File: src/rtl/ubds_defs.vh
// ubds_defs.vh: offsets, field positions, reset values and timing counts
// assumes: included by every design file of the block by bare name
`ifndef UBDS_DEFS_VH
`define UBDS_DEFS_VH
// =====================================================
// register map (APB byte addresses, one word each)
`define UBDS_DIV_LOW 8'h00
`define UBDS_DIV_HIGH 8'h04
`define UBDS_INT_ENABLE 8'h08
`define UBDS_FIFO_CTRL 8'h0C
`define UBDS_LINE_CTRL 8'h10
`define UBDS_MODEM_CTRL 8'h14
`define UBDS_ENH_FEAT 8'h18
`define UBDS_STATUS 8'h1C
`define UBDS_PRESCALE 8'h20
// =====================================================
// field positions
`define UBDS_FCR_FIFO_EN 0
`define UBDS_FCR_MODE 3
`define UBDS_IER_SLEEP 4
`define UBDS_EFR_ENH 4
`define UBDS_MCR_PRESC 7
// bits guarded by enhanced-functions enable
`define UBDS_MCR_ENH_MASK 8'hE0
`define UBDS_FCR_ENH_MASK 8'h30
`define UBDS_IER_ENH_MASK 8'hF0
// =====================================================
// reset values and timing
`define UBDS_LCR_RESET 8'h1D
`define UBDS_OVERSAMPLE 16
`define UBDS_PRESC_DIV 4
`define UBDS_TIMEOUT_BASE 12
`define UBDS_TIMEOUT_MULT 4
`endif

File: src/rtl/ubds_baud_gen.v
// ubds_baud_gen.v: prescaler plus 16-bit reloading divisor, 16x tick out
// assumes: crystal input appears as a one-cycle enable on the core clock
`timescale 1ns/100ps
`include "ubds_defs.vh"
module ubds_baud_gen #(
  parameter DIV_W = 16
) (
  input wire clk_in,
  input wire rst_in,
  input wire crystal_input_en_in,
  input wire run_in,
  input wire presc4_in,
  input wire [DIV_W-1:0] divisor_in,
  output reg tick16_out
);
  reg [1:0] presc_cnt;
  reg [DIV_W-1:0] div_cnt;
  wire presc_en;
  // =====================================================
  // prescaler: every crystal pulse, or one in four
  assign presc_en = crystal_input_en_in && run_in && (!presc4_in || presc_cnt == 2'd3); // RULE2
  always @(posedge clk_in) begin
    if (rst_in) begin
      presc_cnt <= 2'd0;
    end else if (crystal_input_en_in && run_in) begin
      presc_cnt <= presc4_in ? presc_cnt + 2'd1 : 2'd0;
    end
  end
  // =====================================================
  // divisor counter, reloads on expiry, silent when divisor zero
  always @(posedge clk_in) begin
    if (rst_in) begin
      div_cnt <= {DIV_W{1'b0}};
      tick16_out <= 1'b0;
    end else begin
      tick16_out <= 1'b0;
      if (divisor_in == {DIV_W{1'b0}}) begin
        div_cnt <= {DIV_W{1'b0}}; // RULE4
      end else if (presc_en) begin
        if (div_cnt <= {{(DIV_W-1){1'b0}}, 1'b1}) begin
          div_cnt <= divisor_in; // RULE23
          tick16_out <= 1'b1; // RULE1
        end else begin
          div_cnt <= div_cnt - {{(DIV_W-1){1'b0}}, 1'b1};
        end
      end
    end
  end
endmodule

File: src/rtl/ubds_rx_idle.v
// ubds_rx_idle.v: receive-line idle and timeout counter in bit times
// assumes: rx line already synchronised, tick is the 16x baud tick
`timescale 1ns/100ps
`include "ubds_defs.vh"
module ubds_rx_idle #(
  parameter CNT_W = 10
) (
  input wire clk_in,
  input wire rst_in,
  input wire rx_in,
  input wire tick16_in,
  input wire [1:0] word_len_in,
  input wire rx_has_data_in,
  output reg idle_out,
  output reg timeout_out
);
  reg [CNT_W-1:0] sub_cnt;
  reg [CNT_W-1:0] bit_cnt;
  wire [CNT_W-1:0] limit;
  wire [31:0] limit_full;
  // =====================================================
  // bits = 4 x word length (5..8) + 12, worked out wide then cut to the counter
  assign limit_full = `UBDS_TIMEOUT_MULT * ({30'h0000_0000, word_len_in} + 5) + `UBDS_TIMEOUT_BASE; // RULE21
  assign limit = limit_full[CNT_W-1:0];
  always @(posedge clk_in) begin
    if (rst_in) begin
      sub_cnt <= {CNT_W{1'b0}};
      bit_cnt <= {CNT_W{1'b0}};
      idle_out <= 1'b0;
      timeout_out <= 1'b0;
    end else if (!rx_in) begin
      sub_cnt <= {CNT_W{1'b0}};
      bit_cnt <= {CNT_W{1'b0}};
      idle_out <= 1'b0;
      timeout_out <= 1'b0;
    end else if (tick16_in && !idle_out) begin
      sub_cnt <= (sub_cnt == `UBDS_OVERSAMPLE - 1) ? {CNT_W{1'b0}} : sub_cnt + 1'b1;
      if (sub_cnt == `UBDS_OVERSAMPLE - 1) begin
        bit_cnt <= bit_cnt + 1'b1;
        if (bit_cnt + 1'b1 >= limit) begin
          idle_out <= 1'b1; // RULE21
        end
      end
    end else begin
      timeout_out <= idle_out && rx_has_data_in; // RULE21
    end
  end
endmodule

File: src/rtl/ubds_top.v
// ubds_top.v: baud generation, transfer-ready signalling and sleep control
// assumes: APB master on the core clock; fifo status from the datapath
// Notes on behaviour
// RULE1: 16x tick is prescaled clock divided by divisor.
// RULE2: prescale by four from strap at reset or control bit, else one.
// RULE3: divisor is low byte plus high byte, both written by host.
// RULE4: zero divisor stops the baud tick entirely.
// RULE5: one divisor clocks both transmitter and receiver.
// RULE6: 1.8432 MHz: divisor 12 gives 9600, 2304 gives 50 baud.
// RULE7: 3.072 MHz: divisor 20 gives 9600, 3840 gives 50 baud.
// RULE8: mode bit picks single-character or block transfer signalling.
// RULE9: single mode: transmit ready while holding space empty.
// RULE10: single mode: receive ready while any character held.
// RULE11: block mode: transmit ready at trigger spaces, off when full.
// RULE12: block mode: receive ready at trigger or timeout, off empty/error.
// RULE13: sleep allowed only with enhanced enable and sleep enable.
// RULE14: sleep needs idle line, empty transmit, no other interrupts.
// RULE15: no sleep while receive fifo holds characters.
// RULE16: asleep, internal and baud clocks stop.
// RULE17: wake on receive or modem pin change, or transmit write.
// RULE18: host must not write divisor while asleep.
// RULE19: register selected by address, qualified by other bits.
// RULE20: guarded control bits change only with enhanced functions on.
// RULE21: idle and timeout after 4 x word length + 12 high bits.
// RULE22: reset drives receive ready high, transmit ready low.
// RULE23: counter reloads divisor on expiry; new divisor at next reload.
`timescale 1ns/100ps
`include "ubds_defs.vh"
module ubds_top #(
  parameter DIV_W = 16,
  parameter MODEM_W = 4
) (
  input wire CORE_CLK_IN,
  input wire RST_IN,
  input wire PSEL_IN,
  input wire PENABLE_IN,
  input wire PWRITE_IN,
  input wire [7:0] PADDR_IN,
  input wire [31:0] PWDATA_IN,
  output reg [31:0] PRDATA_OUT,
  output wire PREADY_OUT,
  output wire PSLVERR_OUT,
  input wire CRYSTAL_INPUT_IN,
  input wire PRESCALE_SELECT_PIN_IN,
  input wire RX_LINE_IN,
  input wire [MODEM_W-1:0] MODEM_PINS_IN,
  input wire TX_FIFO_EMPTY_IN,
  input wire TX_FIFO_FULL_IN,
  input wire TX_SHIFT_EMPTY_IN,
  input wire TX_TRIGGER_IN,
  input wire TX_WRITE_IN,
  input wire RX_FIFO_EMPTY_IN,
  input wire RX_TRIGGER_IN,
  input wire ERROR_IN_FIFO_FLAG_IN,
  input wire OTHER_INT_PENDING_IN,
  output wire BAUD_TICK16_OUT,
  output wire RX_TIMEOUT_OUT,
  output reg SLEEP_OUT,
  output wire UART_CLK_EN_OUT,
  output reg TRANSMIT_READY_N_OUT,
  output reg RECEIVE_READY_N_OUT
);
  reg [7:0] divisor_low_byte;
  reg [7:0] divisor_high_byte;
  reg [7:0] interrupt_enable_register;
  reg [7:0] fifo_control_register;
  reg [7:0] line_control;
  reg [7:0] modem_control_register;
  reg [7:0] enhanced_features;
  reg strap_presc4;
  reg [1:0] strap_sync;
  reg rst_d;
  reg [2:0] crystal_input_sync;
  reg [1:0] rx_sync;
  reg rx_prev;
  reg [MODEM_W-1:0] modem_s1;
  reg [MODEM_W-1:0] modem_s2;
  reg [MODEM_W-1:0] modem_prev;
  reg wake_seen;
  reg next_transmit_ready_n_n;
  reg next_receive_ready_n_n;
  wire wr;
  wire rd;
  wire enh;
  wire crystal_input_en;
  wire presc4;
  wire rx_idle;
  wire rx_timeout;
  wire wake;
  wire sleep_ok;
  wire block_mode;
  wire [DIV_W-1:0] divisor;
  // =====================================================
  // apb slave: always ready, error on unmapped address
  assign wr = PSEL_IN && PENABLE_IN && PWRITE_IN;
  assign rd = PSEL_IN && !PWRITE_IN;
  assign PREADY_OUT = 1'b1;
  assign PSLVERR_OUT = PSEL_IN && PENABLE_IN && (PADDR_IN > `UBDS_PRESCALE || PADDR_IN[1:0] != 2'b00);
  assign enh = enhanced_features[`UBDS_EFR_ENH];
  assign divisor = {divisor_high_byte, divisor_low_byte}; // RULE3
  // register writes, guarded bits kept unless enhanced on
  always @(posedge CORE_CLK_IN) begin
    if (RST_IN) begin
      interrupt_enable_register <= 8'h00;
      fifo_control_register <= 8'h00;
      line_control <= `UBDS_LCR_RESET;
      modem_control_register <= 8'h00;
      enhanced_features <= 8'h00;
    end else if (wr && !PSLVERR_OUT) begin
      if (PADDR_IN == `UBDS_INT_ENABLE) begin // RULE19
        interrupt_enable_register <= enh ? PWDATA_IN[7:0] :
          ((interrupt_enable_register & `UBDS_IER_ENH_MASK) | (PWDATA_IN[7:0] & ~`UBDS_IER_ENH_MASK)); // RULE20
      end else if (PADDR_IN == `UBDS_FIFO_CTRL) begin
        fifo_control_register <= enh ? PWDATA_IN[7:0] :
          ((fifo_control_register & `UBDS_FCR_ENH_MASK) | (PWDATA_IN[7:0] & ~`UBDS_FCR_ENH_MASK)); // RULE20
      end else if (PADDR_IN == `UBDS_LINE_CTRL) begin
        line_control <= PWDATA_IN[7:0];
      end else if (PADDR_IN == `UBDS_MODEM_CTRL) begin
        modem_control_register <= enh ? PWDATA_IN[7:0] :
          ((modem_control_register & `UBDS_MCR_ENH_MASK) | (PWDATA_IN[7:0] & ~`UBDS_MCR_ENH_MASK)); // RULE20
      end else if (PADDR_IN == `UBDS_ENH_FEAT) begin
        enhanced_features <= PWDATA_IN[7:0];
      end
    end
  end
  // divisor bytes survive reset; host keeps off them while asleep
  always @(posedge CORE_CLK_IN) begin
    if (wr && !PSLVERR_OUT && PADDR_IN == `UBDS_DIV_LOW) begin // RULE18
      divisor_low_byte <= PWDATA_IN[7:0];
    end
    if (wr && !PSLVERR_OUT && PADDR_IN == `UBDS_DIV_HIGH) begin
      divisor_high_byte <= PWDATA_IN[7:0];
    end
  end
  // read mux
  always @(posedge CORE_CLK_IN) begin
    if (RST_IN) begin
      PRDATA_OUT <= 32'h0000_0000;
    end else if (rd && !PENABLE_IN) begin
      if (PADDR_IN == `UBDS_DIV_LOW) begin
        PRDATA_OUT <= {24'h00_0000, divisor_low_byte};
      end else if (PADDR_IN == `UBDS_DIV_HIGH) begin
        PRDATA_OUT <= {24'h00_0000, divisor_high_byte};
      end else if (PADDR_IN == `UBDS_INT_ENABLE) begin
        PRDATA_OUT <= {24'h00_0000, interrupt_enable_register};
      end else if (PADDR_IN == `UBDS_FIFO_CTRL) begin
        PRDATA_OUT <= {24'h00_0000, fifo_control_register};
      end else if (PADDR_IN == `UBDS_LINE_CTRL) begin
        PRDATA_OUT <= {24'h00_0000, line_control};
      end else if (PADDR_IN == `UBDS_MODEM_CTRL) begin
        PRDATA_OUT <= {24'h00_0000, modem_control_register};
      end else if (PADDR_IN == `UBDS_ENH_FEAT) begin
        PRDATA_OUT <= {24'h00_0000, enhanced_features};
      end else if (PADDR_IN == `UBDS_STATUS) begin
        PRDATA_OUT <= {26'h000_0000, rx_timeout, rx_idle, SLEEP_OUT, !RECEIVE_READY_N_OUT,
          !TRANSMIT_READY_N_OUT, divisor == {DIV_W{1'b0}}};
      end else if (PADDR_IN == `UBDS_PRESCALE) begin
        PRDATA_OUT <= {31'h0000_0000, presc4};
      end else begin
        PRDATA_OUT <= 32'h0000_0000;
      end
    end
  end
  // =====================================================
  // pin synchronisers and crystal edge detect
  always @(posedge CORE_CLK_IN) begin
    crystal_input_sync <= {crystal_input_sync[1:0], CRYSTAL_INPUT_IN};
    rx_sync <= {rx_sync[0], RX_LINE_IN};
    modem_s1 <= MODEM_PINS_IN;
    modem_s2 <= modem_s1;
    rx_prev <= rx_sync[1];
    modem_prev <= modem_s2;
  end
  assign crystal_input_en = crystal_input_sync[1] && !crystal_input_sync[2];
  // strap passes two flops, taken on the first cycle after reset
  always @(posedge CORE_CLK_IN) begin
    strap_sync <= {strap_sync[0], PRESCALE_SELECT_PIN_IN};
    rst_d <= RST_IN;
    if (RST_IN) begin
      strap_presc4 <= 1'b0;
    end else if (rst_d) begin
      strap_presc4 <= strap_sync[1]; // RULE2
    end
  end
  assign presc4 = strap_presc4 || modem_control_register[`UBDS_MCR_PRESC]; // RULE2
  // =====================================================
  // one baud generator for transmitter and receiver; stops asleep
  ubds_baud_gen #(
    .DIV_W(DIV_W)
  ) u_baud (
    .clk_in(CORE_CLK_IN),
    .rst_in(RST_IN),
    .crystal_input_en_in(crystal_input_en),
    .run_in(!SLEEP_OUT), // RULE16
    .presc4_in(presc4),
    .divisor_in(divisor), // RULE5
    .tick16_out(BAUD_TICK16_OUT)
  );
  // RULE6 RULE7 follow from the divide chain above
  ubds_rx_idle u_idle (
    .clk_in(CORE_CLK_IN),
    .rst_in(RST_IN),
    .rx_in(rx_sync[1]),
    .tick16_in(BAUD_TICK16_OUT),
    .word_len_in(line_control[1:0]),
    .rx_has_data_in(!RX_FIFO_EMPTY_IN),
    .idle_out(rx_idle),
    .timeout_out(rx_timeout)
  );
  assign RX_TIMEOUT_OUT = rx_timeout;
  assign UART_CLK_EN_OUT = !SLEEP_OUT; // RULE16
  // =====================================================
  // sleep control
  assign wake = (rx_sync[1] != rx_prev) || (modem_s2 != modem_prev) || TX_WRITE_IN; // RULE17
  assign sleep_ok = enh && interrupt_enable_register[`UBDS_IER_SLEEP] // RULE13
    && rx_idle && TX_FIFO_EMPTY_IN && TX_SHIFT_EMPTY_IN && !OTHER_INT_PENDING_IN // RULE14
    && RX_FIFO_EMPTY_IN; // RULE15
  always @(posedge CORE_CLK_IN) begin
    if (RST_IN) begin
      SLEEP_OUT <= 1'b0;
      wake_seen <= 1'b0;
    end else if (wake) begin
      SLEEP_OUT <= 1'b0; // RULE17
      wake_seen <= 1'b1;
    end else if (!sleep_ok) begin
      SLEEP_OUT <= 1'b0;
      wake_seen <= 1'b0;
    end else if (!wake_seen) begin
      SLEEP_OUT <= 1'b1;
    end
  end
  // =====================================================
  // transfer-ready outputs
  assign block_mode = fifo_control_register[`UBDS_FCR_FIFO_EN] && fifo_control_register[`UBDS_FCR_MODE]; // RULE8
  always @* begin
    next_transmit_ready_n_n = TRANSMIT_READY_N_OUT;
    next_receive_ready_n_n = RECEIVE_READY_N_OUT;
    if (!block_mode) begin
      next_transmit_ready_n_n = !TX_FIFO_EMPTY_IN; // RULE9
      next_receive_ready_n_n = RX_FIFO_EMPTY_IN; // RULE10
    end else begin
      if (TX_FIFO_FULL_IN) begin
        next_transmit_ready_n_n = 1'b1; // RULE11
      end else if (TX_TRIGGER_IN) begin
        next_transmit_ready_n_n = 1'b0;
      end
      if (RX_FIFO_EMPTY_IN || ERROR_IN_FIFO_FLAG_IN) begin
        next_receive_ready_n_n = 1'b1; // RULE12
      end else if (RX_TRIGGER_IN || rx_timeout) begin
        next_receive_ready_n_n = 1'b0;
      end
    end
  end
  always @(posedge CORE_CLK_IN) begin
    if (RST_IN) begin
      TRANSMIT_READY_N_OUT <= 1'b0; // RULE22
      RECEIVE_READY_N_OUT <= 1'b1;
    end else begin
      TRANSMIT_READY_N_OUT <= next_transmit_ready_n_n;
      RECEIVE_READY_N_OUT <= next_receive_ready_n_n;
    end
  end
endmodule

File: config.mk
export PLATFORM = sky130hd
export DESIGN_NAME = ubds_top
export DESIGN_NICKNAME = d
export VERILOG_FILES = /design/src/rtl/ubds_baud_gen.v /design/src/rtl/ubds_rx_idle.v /design/src/rtl/ubds_top.v
export VERILOG_INCLUDE_DIRS = /design/src /design/src/rtl
export SDC_FILE = /design/constraint.sdc
export NUM_CORES = 1
export LEC_CHECK = 0
export BUFFER_PORTS_ARGS = -buffer_cell sky130_fd_sc_hd__buf_2
export CAP_MARGIN = 15
export CORE_MARGIN = 2
export CORE_UTILIZATION = 55
export CTS_CLUSTER_DIAMETER = 50
export DETAILED_ROUTE_END_ITERATION = 8
export PLACE_DENSITY = 0.88
export SYNTH_ARGS = -nofsm -noshare
export SYNTH_HDL_FRONTEND = slang
export SYNTH_HIERARCHICAL = 1
export SYNTH_SLANG_ARGS = --single-unit
File: constraint.sdc
create_clock -name CORE_CLK_IN -period 4 [get_ports CORE_CLK_IN]
set_input_delay 0.6 -clock CORE_CLK_IN [delete_from_list [all_inputs] [get_ports CORE_CLK_IN]]
set_output_delay 0.6 -clock CORE_CLK_IN [all_outputs]
set_load 0.1 [all_outputs]
==> results by group, run 1 <==
Outcome
  • Status: completed

Layout
  • Regs by FF count: u_baud/div_cnt x16, u_idle/bit_cnt x10, u_idle/sub_cnt x10
  • FILL cells: 853
  • Reg with most FFs: u_baud/div_cnt
  • N_diodes: 0
  • Cell area after layout: 7110 sq um
  • Share of cells above drive strength 1: 0.155
  • Max FFs per register: 16
  • Layout Utilization: 0.631
  • Area grow syn2layout: 13.1%
  • Fin nets: 808

Critical path
  • RR Endpoint: u_idle/idle_out
  • Worst r2r src: u_idle/bit_cnt[0]
  • CP required: 4.30 ns
  • Reg2Reg Depth: 8
  • Critical Path End Type: register
  • Worst path cell trace: ha_1, nand3_1, xnor2_1, ha_1, a21oi_1, nor2b_1, or4_1, o31a_1
  • WP data arrival: 2.96 ns
  • CP most frequent cell: ha_1
  • WS Path Type: reg -> reg
  • Largest stage delay on the critical path: 0.47 ns
  • Crit path launch: u_idle/bit_cnt[0]
  • Startpoint class of the critical path: register
  • Crit Path Max Fanout: 8
  • Flop-to-flop setup slack: 1.35 ns
  • Crit path max-delay cell type: or4_1

Clock tree
  • Hold buffer count at cts: 0
  • Maximum buffer depth of the clock tree: 2
  • Latest clock arrival within the worst-skew pair: 0.42 ns
  • CTS tree: yes
  • Clk sink count: 131
  • Post-CTS Setup Bufs: 0
  • CTS buffer count: 17
  • CTS root buf: clkbuf_16
  • CTS resizes: 0
  • Reg clk slew, reported paths: 0.06 ns
  • H-tree levels: 4

Synth
  • Post-synth EDFFs: 16
  • Area leader, netlist: dfxtp_1
  • Synth cell types: 81
  • Main flop type after synthesis: dfxtp_1
  • Synth top area cells: dfxtp_1 37%, edfxtp_1 7.6%, mux2i_1 4.6%, nor2_1 4.0%, a21oi_1 3.7%
  • Top-count cell post-synth: dfxtp_1
  • YS warnings: 6
  • Share of synthesized registers carrying an async set or reset: 0
  • Yosys top cell area share: 0.366
  • Syn_area_per_cell: 9.05 sq um
  • Sequential share of the synthesized area: 0.442
  • Post-Syn Area: 6290 sq um
  • Synth Instances: 695
  • Commonest cells post-synth: 115 x dfxtp_1, 67 x nor2_1, 54 x nand2_1, 46 x a21oi_1, 35 x o21ai_0
  • Number of synthesized register bits: 131

Power
  • Combinational fraction of design power: 0.212
  • Pwr dens: 554 nW/um^2
  • Clk pwr share: 0.411
  • P_sw: 0.00126 W
  • Sequential share of power: 0.378
  • Internal power: 0.00268 W
  • Static Leak: 2.70 nW
  • VDD IR max: 309 uV
  • Sw frac: 0.320

Job
  • Max-cap violations: 0

Placed design
  • DP Worst Slack: 1.08 ns
  • HPWL after DPL: 10800 um
  • Routability Congestion: 0.905
  • Port buffer count: 51
  • Area after DPL: 6480 sq um

STA
  • Slew headroom: 0.390
  • Worst setup margin: 1.35 ns
  • Slew @ Worst Pin: 0.910 ns
  • Skew final: 0.0115 ns
  • Fin. max-slew vios: 0
  • Fin Setup TNS: 0 ns
  • Setup-failing EPs final: 0
  • Tcrit/Tclk final: 0.664
  • Peak Freq: 377 MHz
  • Fin crit period: 2.65 ns
  • Final hold violations: 0
  • RSZ-0062 raised after global routing: false

Global routing
  • Vias in the first global route: 5309
  • Initial antenna violation count: 0
  • Largest net degree at the start of global routing: 58
  • Grt ovf: 0
  • First-pass GRT wire length: 25900 um
  • GRT Total Usage: 0.260

Die
  • Core ar.: 11300 sq um
  • Die width: 111 um
  • Die H: 111 um
  • Ports: 101
  • Die area: 12300 sq um
  • Num rows: 39
  • Initial Util: 0.558

Worst hold path
  • HP Start: MODEM_PINS_IN[0]
  • HP Class: in -> reg
  • Hold Crit Endpoint: modem_s1[0]
  • Worst Hold Path Cells: 1

Drt
  • Post-route DRC: 0
  • Final WL: 15900 um
  • Via/cell ratio: 6.29
  • Starting DRC count in detailed routing: 714
  • DR vias: 5607
  • DR pass1 iterations: 5
  • Routed wire length per instance: 17.9 um
  • Antenna-violating nets left: 0
-- worst max-delay path: cells and delay by family (launching register included) --
family	cells	cell delay [ns]
AND/OR/NAND/NOR	3	0.80
flip-flops	1	0.43
AO/OA/AOI/OAI	2	0.47
adder cells (fa/ha/maj)	2	0.62
XOR/XNOR	1	0.22
-- layout make-up --
class / instances / area [sq um] / area share
Multi-Input combinational cell: 514 / 3170 / 0.446
Tap cell: 143 / 179 / 0.0252
Clock inverter: 12 / 140 / 0.0197
Sequential cell: 131 / 2780 / 0.391
Timing Repair Buffer: 57 / 300 / 0.0422
Inverter: 14 / 52.6 / 0.00739
Clock buffer: 20 / 489 / 0.0688
-- cells in the final DEF (no fill, tap or decap), types with 7 or more instances in the layout --
master       n
edfxtp_1    16
nor4_1      20
mux2i_1     29
clkbuf_16   19
buf_2       51
nand2_1     54
a21oi_1     46
or3_1       16
dfxtp_1    115
nand4_1     10
xnor2_1     14
conb_1      25
inv_1       14
ha_1        12
nor3_1      17
xor2_1       7
nor2_1      67
and3_1       7
nand3_1     27
o21ai_0     35
nor2b_1     10
or4_1       10
-- worst max-delay path by stage --
stage                                 to  slack [ns]  depth (start not counted)
floorplan           divisor_high_byte[0]        0.84                          5
detailed placement  enhanced_features[1]        1.08                          6
CTS                      u_idle/idle_out        1.40                          8
global route             u_idle/idle_out        1.19                          8
finish                   u_idle/idle_out        1.35                          8
global placement    enhanced_features[2]        1.12                          6
-- per-layer routing --
| metal | share of wire | GRT usage |
|---|---|---|
| met2 | 0.48 | 0.428 |
| met4 | 0.040 | 0.133 |
| met5 | 0 | 0 |
| met3 | 0.097 | 0.0607 |
| met1 | 0.39 | 0.319 |
-- logic make-up after synthesis --
kind of cell               after synthesis  share of synthesized area
and+or+nand+nor                        281                      0.236
AOI/OAI and AO/OA                      142                      0.145
DFF                                    131                      0.442
buffers and inverters                   73                     0.0676
muxes                                   33                     0.0551
xor gates and xnor gates                21                     0.0292
adders and majority gates               12                     0.0239
other                                    2                    0.00119
-- through the flow --
stage / hold WS (ns) / std cells / total power, W
2_1_floorplan: 0.310 / 718 / 0.00226
3_3_place_gp: 0.310 / 859 / 0.00228
3_5_place_dp: 0.316 / 859 / 0.00232
4_1_cts: 0.275 / 891 / 0.00393
5_1_grt: 0.270 / 891 / 0.00408
6_report: 0.281 / 891 / 0.00394
-- power by group through the flow --
stage          sequential (W)  clock, W  combinational (W)
6_report              0.00149   0.00162           0.000834
5_1_grt               0.00150   0.00169           0.000894
4_1_cts               0.00149   0.00163           0.000813
3_5_place_dp          0.00151         0           0.000805
3_3_place_gp          0.00150         0           0.000774
2_1_floorplan         0.00151         0           0.000744
Note: power is estimated with default switching activity, not from simulation.
==> run 2: changes to the inputs <==
- CORE_UTILIZATION: 55 -> 51
- PLACE_DENSITY: 0.88 -> 0.86
- clock period: 4 -> 2.3 ns (I/O delays scaled with it)
==> results by group, run 2 (synthesized netlist as in run 1, its figures left out) <==
STA
  • Fin. max-slew vios: 0 (unchanged)
  • Slew headroom: 0.603 (was 0.390)
  • Fin Setup TNS: 0 ns (unchanged)
  • Fin crit period: 2.26 ns (was 2.65 ns)
  • Peak Freq: 442 MHz (was 377 MHz)
  • Final hold violations: 0 (unchanged)
  • Slew @ Worst Pin: 0.590 ns (was 0.910 ns)
  • Worst setup margin: 0.0363 ns (was 1.35 ns)
  • Tcrit/Tclk final: 0.984 (was 0.664)
  • RSZ-0062 raised after global routing: true (was false)
  • Setup-failing EPs final: 0 (unchanged)
  • Skew final: 0.00894 ns (was 0.0115 ns)

Critical path
  • Flop-to-flop setup slack: 0.04 ns (was 1.35 ns)
  • Startpoint class of the critical path: register (unchanged)
  • CP Capture Point: u_idle/idle_out (unchanged)
  • Critical Path End Type: register (unchanged)
  • Critical path depth in cells: 7 (was 8)
  • Crit path max-delay cell type: or4_1 (unchanged)
  • WP data arrival: 2.57 ns (was 2.96 ns)
  • Worst path bufs/invs: 0 (unchanged)
  • Crit-path leading delay family: simple AND/OR/NAND/NOR gates (unchanged)
  • Crit Path Max Fanout: 3 (was 8)
  • Largest stage delay on the critical path: 0.48 ns (was 0.47 ns)
  • Worst path cell trace: nand4_1, or2_2, xnor2_1, ha_1, nor2b_1, or4_1, o31a_1 (was ha_1, nand3_1, xnor2_1, ha_1, a21oi_1, nor2b_1, or4_1, o31a_1)
  • CP required: 2.60 ns (was 4.30 ns)
  • Reg2Reg Depth: 7 (was 8)
  • RR Endpoint: u_idle/idle_out (unchanged)
  • WS Path Type: reg -> reg (unchanged)
  • Crit path launch: u_idle/bit_cnt[1] (was u_idle/bit_cnt[0])
  • Worst r2r src: u_idle/bit_cnt[1] (was u_idle/bit_cnt[0])

Placed design
  • Port buffer count: 51 (unchanged)
  • DP Worst Slack: -0.0429 ns (was 1.08 ns)
  • Routability Congestion: 0.931 (was 0.905)
  • HPWL after DPL: 11500 um (was 10800 um)

Drt
  • DR pass1 iterations: 6 (was 5)
  • Via/cell ratio: 6.12 (was 6.29)
  • Final WL: 17000 um (was 15900 um)
  • Starting DRC count in detailed routing: 628 (was 714)
  • Antenna-violating nets left: 0 (unchanged)
  • Routed wire length per instance: 18.2 um (was 17.9 um)
  • Post-route DRC: 0 (unchanged)
  • DR vias: 5734 (was 5607)

Clock tree
  • CTS root buf: clkbuf_16 (unchanged)
  • Maximum buffer depth of the clock tree: 2 (unchanged)
  • H-tree levels: 4 (unchanged)
  • CTS buffer count: 17 (unchanged)
  • CTS tree: yes (unchanged)
  • Clk sink count: 131 (unchanged)
  • Reg clk slew, reported paths: 0.06 ns (about the same)
  • Latest clock arrival within the worst-skew pair: 0.41 ns (was 0.42 ns)
  • Post-CTS Setup Bufs: 0 (unchanged)
  • Hold buffer count at cts: 0 (unchanged)

Power
  • Static Leak: 2.91 nW (was 2.70 nW)
  • Power Total: 0.00699 W (was 0.00394 W)
  • VDD IR max: 502 uV (was 309 uV)
  • Pwr dens: 938 nW/um^2 (was 554 nW/um^2)

Layout
  • Max FFs per register: 16 (unchanged)
  • Most frequent cells in the layout: 113 x dfxtp_1, 66 x nor2_1, 54 x nand2_1 (was 115 x dfxtp_1, 67 x nor2_1, 54 x nand2_1)
  • Fin nets: 850 (was 808)
  • Share of cells above drive strength 1: 0.209 (was 0.155)
  • Most common cell after layout, fill and taps aside: dfxtp_1 (unchanged)
  • Regs by FF count: u_baud/div_cnt x16, u_idle/bit_cnt x10, u_idle/sub_cnt x10 (unchanged)
  • N_diodes: 0 (unchanged)
  • Area grow syn2layout: 18.4% (was 13.1%)
  • Reg with most FFs: u_baud/div_cnt (unchanged)

Die
  • Die width: 115 um (was 111 um)
  • Die H: 115 um (was 111 um)
  • Die area: 13200 sq um (was 12300 sq um)
  • Ports: 101 (unchanged)
  • Core ar.: 12000 sq um (was 11300 sq um)
  • Initial Util: 0.524 (was 0.558)
  • Num rows: 40 (was 39)

Global routing
  • Vias in the first global route: 5305 (was 5309)
  • Largest net degree at the start of global routing: 34 (was 58)
  • Grt ovf: 0 (unchanged)
  • Initial antenna violation count: 0 (unchanged)
  • First-pass GRT wire length: 26400 um (was 25900 um)
  • GRT Total Usage: 0.256 (was 0.260)

Worst hold path
  • Worst Hold Path Cells: 1 (unchanged)
  • HP Class: in -> reg (unchanged)

Job
  • Max-cap violations: 0 (unchanged)

Outcome
  • Status: completed (unchanged)
## run 2: cell types whose count changed in the layout (fill, tap and decap cells not counted), sizes merged
cell | before | now
buf | 57 | 99
clkbuf | 20 | 19
clkinvlp | 3 | 2
inv | 18 | 20
## run 2: worst min-delay path by stage
stage                            endpoint             startpoint  slack [ns]
floorplan           crystal_input_sync[1]  crystal_input_sync[0]        0.31
global placement              modem_s2[3]            modem_s1[3]        0.31
detailed placement            modem_s2[2]            modem_s1[2]        0.31
CTS                            rx_sync[0]             RX_LINE_IN        0.02
global route                   rx_sync[0]             RX_LINE_IN        0.02
finish                        modem_s1[2]       MODEM_PINS_IN[2]        0.03
## run 2: through the flow
stage          std cells  hold slack [ns]  area (sq um)   util
3_3_place_gp         905            0.311          6830  0.569
5_1_grt              937           0.0173          7450  0.620
4_1_cts              937           0.0219          7430  0.618
2_1_floorplan        718            0.310          6400      -
3_5_place_dp         905            0.314          6830  0.569
6_report             937           0.0284          7450  0.620
## run 2: cell type report
cell class                      count  area, sq um
Fill cell                         963         4560
Multi-Input combinational cell    514         3210
Sequential cell                   131         2790
Timing Repair Buffer               99          616
Clock buffer                       19          454
Tap cell                          147          184
Clock inverter                     13          143
Inverter                           14         56.3
## run 2: worst register-to-register path, delay by kind of cell (launching register included)
family | cells | cell delay [ns]
AND/OR/NAND/NOR | 4 | 1.07
adder cells (fa/ha/maj) | 1 | 0.30
XOR/XNOR | 1 | 0.14
AO/OA/AOI/OAI | 1 | 0.28
flip-flops | 1 | 0.36
## run 2: power breakdown
group          internal [W]  switching [W]  leakage, nW  total, W
Sequential          0.00244       0.000141         1.08   0.00259
Combinational      0.000620        0.00105         1.54   0.00167
Clock               0.00168        0.00105        0.295   0.00273
## run 2: timing repair
item                                   CTS  global route
resized for setup                        0             4
endpoints found under the hold margin    0             0
setup endpoints to repair                0            14
## run 2: routing by layer
metal / vias to the layer above / global-route usage / routed length [um]
met5: - / 0 / 0
met4: 0 / 0.116 / 561
met3: 50 / 0.0490 / 1430
met2: 348 / 0.419 / 8100
met1: 2685 / 0.330 / 6950
li1: 2651 / - / -
